<file path="src/core/gsb_pkg.sv">
// What this block does
// - reset command restores defaults in any mode
// - enable mask writable, readable, values 0..255
// - raise service request on enabled true bit
// - no service request from masked-off bits
// - summary bit is OR of enabled sources
// - status byte query returns current byte
// - bit 3 summarises questionable conditions
// - bit 4 set while output message waits
// - bit 5 summarises standard event conditions
// - bit 6 reports request service summary
// - bit 7 summarises operation conditions
package gsb_pkg;
	// ----------------------------------------
	// widths
	// ----------------------------------------
	localparam int BYTE_W = 8; // status byte and mask width
	localparam int WIDE_W = 16; // questionable and operation register width
	// ----------------------------------------
	// status byte bit positions
	// ----------------------------------------
	localparam int QUES_BIT = 3; // questionable summary
	localparam int MAV_BIT = 4; // message available
	localparam int ESB_BIT = 5; // event status summary
	localparam int RQS_BIT = 6; // request service summary
	localparam int OPER_BIT = 7; // operation summary
	// bits that may request service (all live bits except the summary itself)
	localparam logic [7:0] SRQ_SRC_MASK = 8'hB8;
	// ----------------------------------------
	// reset values
	// ----------------------------------------
	localparam logic [7:0] SRE_RESET = 8'h00; // mask after power-up or reset command
	localparam logic [7:0] STB_RESET = 8'h00; // status byte after reset
	// ----------------------------------------
	// commands from the remote interface
	// ----------------------------------------
	typedef enum logic [1:0] {
		GSB_CMD_RST,
		GSB_CMD_SRE_SET,
		GSB_CMD_SRE_QRY,
		GSB_CMD_STB_QRY
	} gsb_cmd_t;
endpackage

</file>
<file path="src/core/gsb_core.sv">
`timescale 1ns/1ns
// ----------------------------------------
// status byte and service request core
// ----------------------------------------
module gsb_core import gsb_pkg::*; (
	input wire logic mclk,
	input wire logic rstn,
	input wire logic cmd_valid,
	input wire gsb_cmd_t cmd_code,
	input wire logic [7:0] cmd_data,
	input wire logic [WIDE_W-1:0] ques_cond,
	input wire logic [WIDE_W-1:0] ques_en,
	input wire logic [7:0] esr_cond,
	input wire logic [7:0] esr_en,
	input wire logic [WIDE_W-1:0] oper_cond,
	input wire logic [WIDE_W-1:0] oper_en,
	input wire logic msg_avail,
	output logic rsp_valid_ff,
	output logic [7:0] rsp_data_ff,
	output logic [7:0] stb_ff,
	output logic srq_ff,
	output logic dflt_ff
);
	// ----------------------------------------
	// command decode
	// ----------------------------------------
	logic do_rst; // reset command taken
	logic do_sre_set; // mask write taken
	logic do_sre_qry; // mask query taken
	logic do_stb_qry; // status byte query taken
	logic [7:0] sre_mask; // current enable mask

	// commands are accepted whatever the instrument is doing
	// every code is decoded on its own; only one code can stand per cycle,
	// so at most one of the strobes below is high at any edge
	// the reset command clears the mask and pulses dflt_ff; source registers live outside
	assign do_rst = cmd_valid && (cmd_code == GSB_CMD_RST);
	assign do_sre_set = cmd_valid && (cmd_code == GSB_CMD_SRE_SET);
	assign do_sre_qry = cmd_valid && (cmd_code == GSB_CMD_SRE_QRY);
	assign do_stb_qry = cmd_valid && (cmd_code == GSB_CMD_STB_QRY);

	// mask storage
	gsb_mask_reg u_mask (
		.mclk(mclk),
		.rstn(rstn),
		.wr_en(do_sre_set),
		.wr_data(cmd_data),
		.clr(do_rst),
		.mask_ff(sre_mask)
	);

	// ----------------------------------------
	// status byte and service request
	// ----------------------------------------
	logic [7:0] nxt_stb; // next status byte
	logic nxt_srq; // next service request level
	logic nxt_dflt; // next defaults-restored pulse

	// summary bits are ORs of enabled source bits; bit 6 follows the request
	// the request is a level: it stays up as long as an enabled live bit is
	// true, and drops one cycle after the last such bit or its mask goes away
	// mask bit 6 is ignored so the summary can never hold itself up
	always_comb begin
		nxt_stb = STB_RESET;
		nxt_stb[QUES_BIT] = |(ques_cond & ques_en);
		nxt_stb[MAV_BIT] = msg_avail;
		nxt_stb[ESB_BIT] = |(esr_cond & esr_en);
		nxt_stb[OPER_BIT] = |(oper_cond & oper_en);
		// only masked-in live bits may request service
		nxt_srq = |(nxt_stb & sre_mask & SRQ_SRC_MASK);
		nxt_stb[RQS_BIT] = nxt_srq;
		nxt_dflt = do_rst;
	end

	// register status outputs
	always_ff @(posedge mclk or negedge rstn) begin
		if (!rstn) begin
			stb_ff <= STB_RESET;
			srq_ff <= 1'b0;
			dflt_ff <= 1'b0;
		end else begin
			stb_ff <= nxt_stb;
			srq_ff <= nxt_srq;
			dflt_ff <= nxt_dflt;
		end
	end

	// ----------------------------------------
	// query answers
	// ----------------------------------------
	logic nxt_rsp_valid; // next answer strobe
	logic [7:0] nxt_rsp_data; // next answer value

	// one answer per query, one cycle after the command
	// the answer value is held between strobes so a slow reader still sees it
	// a status byte query returns the byte as registered before the taking edge
	always_comb begin
		nxt_rsp_valid = 1'b0;
		nxt_rsp_data = rsp_data_ff;
		if (do_sre_qry) begin
			nxt_rsp_valid = 1'b1;
			nxt_rsp_data = sre_mask;
		end else if (do_stb_qry) begin
			nxt_rsp_valid = 1'b1;
			nxt_rsp_data = stb_ff;
		end
	end

	// register answers
	always_ff @(posedge mclk or negedge rstn) begin
		if (!rstn) begin
			rsp_valid_ff <= 1'b0;
			rsp_data_ff <= 8'h00;
		end else begin
			rsp_valid_ff <= nxt_rsp_valid;
			rsp_data_ff <= nxt_rsp_data;
		end
	end
endmodule // gsb_core

</file>
<file path="src/core/gsb_mask_reg.sv">
`timescale 1ns/1ns
// ----------------------------------------
// service request enable mask holder
// ----------------------------------------
module gsb_mask_reg import gsb_pkg::*; (
	input wire logic mclk,
	input wire logic rstn,
	input wire logic wr_en,
	input wire logic [7:0] wr_data,
	input wire logic clr,
	output logic [7:0] mask_ff
);
	logic [7:0] nxt_mask; // next mask value

	// clear beats write so a reset command always lands on defaults
	always_comb begin
		nxt_mask = mask_ff;
		if (clr) begin
			nxt_mask = SRE_RESET;
		end else if (wr_en) begin
			nxt_mask = wr_data;
		end
	end

	// register the mask
	always_ff @(posedge mclk or negedge rstn) begin
		if (!rstn) begin
			mask_ff <= SRE_RESET;
		end else begin
			mask_ff <= nxt_mask;
		end
	end
endmodule // gsb_mask_reg

</file>
<file path="config.mk">
export PLATFORM = sky130hd
export DESIGN_NAME = gsb_core
export DESIGN_NICKNAME = d
export VERILOG_FILES = /design/src/core/gsb_pkg.sv /design/src/core/gsb_core.sv /design/src/core/gsb_mask_reg.sv
export SDC_FILE = /design/constraint.sdc
export NUM_CORES = 1
export LEC_CHECK = 0
export BUFFER_PORTS_ARGS = -buffer_cell sky130_fd_sc_hd__buf_2
export CORE_UTILIZATION = 35
export CTS_CLUSTER_SIZE = 14
export DETAILED_ROUTE_END_ITERATION = 12
export GPL_TIMING_DRIVEN = 0
export PLACE_DENSITY = 0.83
export SYNTH_ARGS = -nofsm -noshare
export SYNTH_HDL_FRONTEND = slang
export SYNTH_SLANG_ARGS = --single-unit
export TNS_END_PERCENT = 30
</file>
<file path="constraint.sdc">
create_clock -name mclk -period 1.6 [get_ports mclk]
set_clock_uncertainty 0.2 [all_clocks]
set_input_delay 0.08 -clock mclk [delete_from_list [all_inputs] [get_ports mclk]]
set_output_delay 0.08 -clock mclk [all_outputs]
set_load 0.03 [all_outputs]
</file>
==> impl_metrics.ini <==
[route]
vias = 1559
vias_per_cell = 4.98
drc = 0
drt_iter0_markers = 67
wirelength_um = 4700
final_antenna_net_count = 0
dr.pass1.iters = 4
wl_per_cell_um = 15.0

[grt]
grt_pass1_vias = 1677
grt_pass1_wl_um = 7220
busiest_layer = met2
grt_use_met1_pct = 27.4
grt_max_degree = 24
met2_usage_pct = 54.7
gr-total-overflow = 0
grtUsageMet3_pct = 5.27
grt_usage_pct = 28.5
grt_antenna_before_repair = 0

[final_layout]
fin_util_pct = 73.6
final_area_mm2 = 0.00223
final_common_cell = buf_2
final_cell_mix = buf_2, dlygate4sd3_1, nand2_1, dfrtp_1, o21ai_0
n_fill_cell = 232
drive_above_1_share_pct = 45.7
multi_input_area_um2 = 514
n_antenna_cell = 0
area_growth_pct = 99.7
layout.cells.non_filler = 313
seq_area_um2 = 576
nNetsFinal = 364

[setup_path]
cp.arrival_ns = 1.68
critPathLaunch = oper_en[10]
r2r_slack_ns = 0.37
reg2reg_from = u_mask.mask_ff[5]
worstRegToRegCells = 2
startpoint_type = primary input
path_max_fanout = 2
end_kind = flop
crit_type = in -> reg
crit_required_ns = 1.61

[placed_design]
dp_hpwl_um = 2650
place_area_mm2 = 0.00172
routabilityCongestion = 0.762
dp.cells = 263
io_buffers = 108

[pwr]
power.leakage_nw = 1.15
peakVddDrop_mv = 0.263
pwr-share-seq_pct = 46.1
comb_power_share_pct = 35.7
swShare_pct = 31.9
p_switching_mw = 0.468
powerDensity_mw_per_mm2 = 658
internal-power_mw = 0.998
pwr-share-clk_pct = 18.1

[min_path]
hold_start = ques_en[11]
hp-class = in -> reg
hold_depth = 4

[clocking]
cts-root-buf = clkbuf_4
cts_buffers = 3
cts_hold_buf = 47
clockBufferDepth = 2
cts_tree = done
ctsHtreeMaxLevel = 1
post_cts_buffers = 0
clock_sinks = 23
clk_latency_ns = 0.31
path_clk_slew_ns = 0.12

[flow_run]
drv_cap = 0

[timing]
slew_headroom_pct = 65.7
rsz0062_at_grt = yes
setup_viol = 1
maxSlewViolCount = 0
final_hold_viol_count = 2
whs_ns = -0.0427
worst_pin_slew_ns = 0.514
fmax_mhz = 597
setup_tns_ns = -0.0738
fin_crit_sh_pct = 105
post-route-min-period_ns = 1.67
postLayoutSetupSlackWorst_ns = -0.0738

[synth]
yosysSeqAreaShare_pct = 51.6
yosys_warnings = 0
syn_area_mm2 = 0.00112
syn_avg_cell_area_um2 = 10.2
synth-seq-cells = 23
yosysUniqueCellTypes = 17
syn_inst = 109

[floorplan]
fp.dieArea_mm2 = 0.00342
start_util_pct = 36.9
io_pins = 113
coreArea_mm2 = 0.00303
rows = 20
die_h_um = 58.5
die_x_um = 58.5

[run_status]
status = complete, but fails checks
violations = hold timing, setup timing
path summary, 6_finish.rpt:
check,end
worst max-delay path,stb_ff[6]
worst min-delay path,stb_ff[3]
worst max register to register,stb_ff[6]
worst min register to register,rsp_data_ff[4]
max in group asynchronous,u_mask.mask_ff[3]
min in group asynchronous,rsp_data_ff[4]
repair_timing:
action | CTS | global route
gates resized for setup | 0 | 3
hold endpoints to repair | 41 | 2
endpoints found under the setup margin | 0 | 2
power by group through the flow:
stage          clock network, mW  logic (mW)  registers (mW)
2_1_floorplan                  0       0.142           0.756
3_3_place_gp                   0       0.403           0.684
3_5_place_dp                   0       0.411           0.687
4_1_cts                    0.266       0.500           0.675
5_1_grt                    0.291       0.564           0.682
6_report                   0.266       0.524           0.676
registers in the layout, summed over array words and instances, names as in the netlist:
register and flops:
dflt_ff 1, rsp_data_ff 8, rsp_valid_ff 1, stb_ff 5, u_mask.mask_ff 8
cell usage after synthesis, drive strengths merged:
| cell type | n | area (µm²) |
|---|---|---|
| a221oi | 8 | 95.1 |
| o21ai | 16 | 80.1 |
| nand2 | 25 | 93.8 |
| buf | 6 | 40.0 |
| a22o | 9 | 78.8 |
| dfrtp | 23 | 576 |
| a22oi | 4 | 30.0 |
| nor2 | 1 | 3.75 |
| mux2i | 5 | 50.1 |
| inv | 1 | 3.75 |
| conb | 1 | 3.75 |
| nand2b | 4 | 25.0 |
| nand4 | 3 | 18.8 |
| clkbuf | 2 | 7.51 |
| a221o | 1 | 10.0 |
layer usage:
layer	share of wire, %	up-vias
met3	6.3	27
met5	0	-
met2	54	94
met4	5.0	0
met1	34	721
li1	-	717
cell type report:
cell class | count | area share, %
Clock buffer | 4 | 1.18
Tap cell | 44 | 2.47
Multi-Input combinational cell | 79 | 23.1
Buffer | 8 | 2.13
Inverter | 1 | 0.168
Sequential cell | 23 | 25.8
Timing Repair Buffer | 154 | 45.1
cells by family after synthesis:
logic type | count (synthesis) | synth area share (%)
AO/OA/AOI/OAI | 38 | 26.3
AND/OR/NAND/NOR | 33 | 12.7
flip-flops | 23 | 51.6
buffers and inverters | 9 | 4.60
multiplexers | 5 | 4.48
other | 1 | 0.336
metrics by stage:
stage	setup slack, ns	total power [mW]
global route	-0.0721	1.54
floorplan	0.355	0.899
global placement	0.126	1.09
detailed placement	0.0997	1.10
CTS	0.00119	1.44
finish	-0.0738	1.47
critical path: stages:
cell and delay (ns):
dlygate4sd3_1 0.53, buf_2 0.12, a22o_1 0.18, a221oi_2 0.21, nand4_1 0.19, a221o_1 0.37
Power figures use the tool's default switching activity.
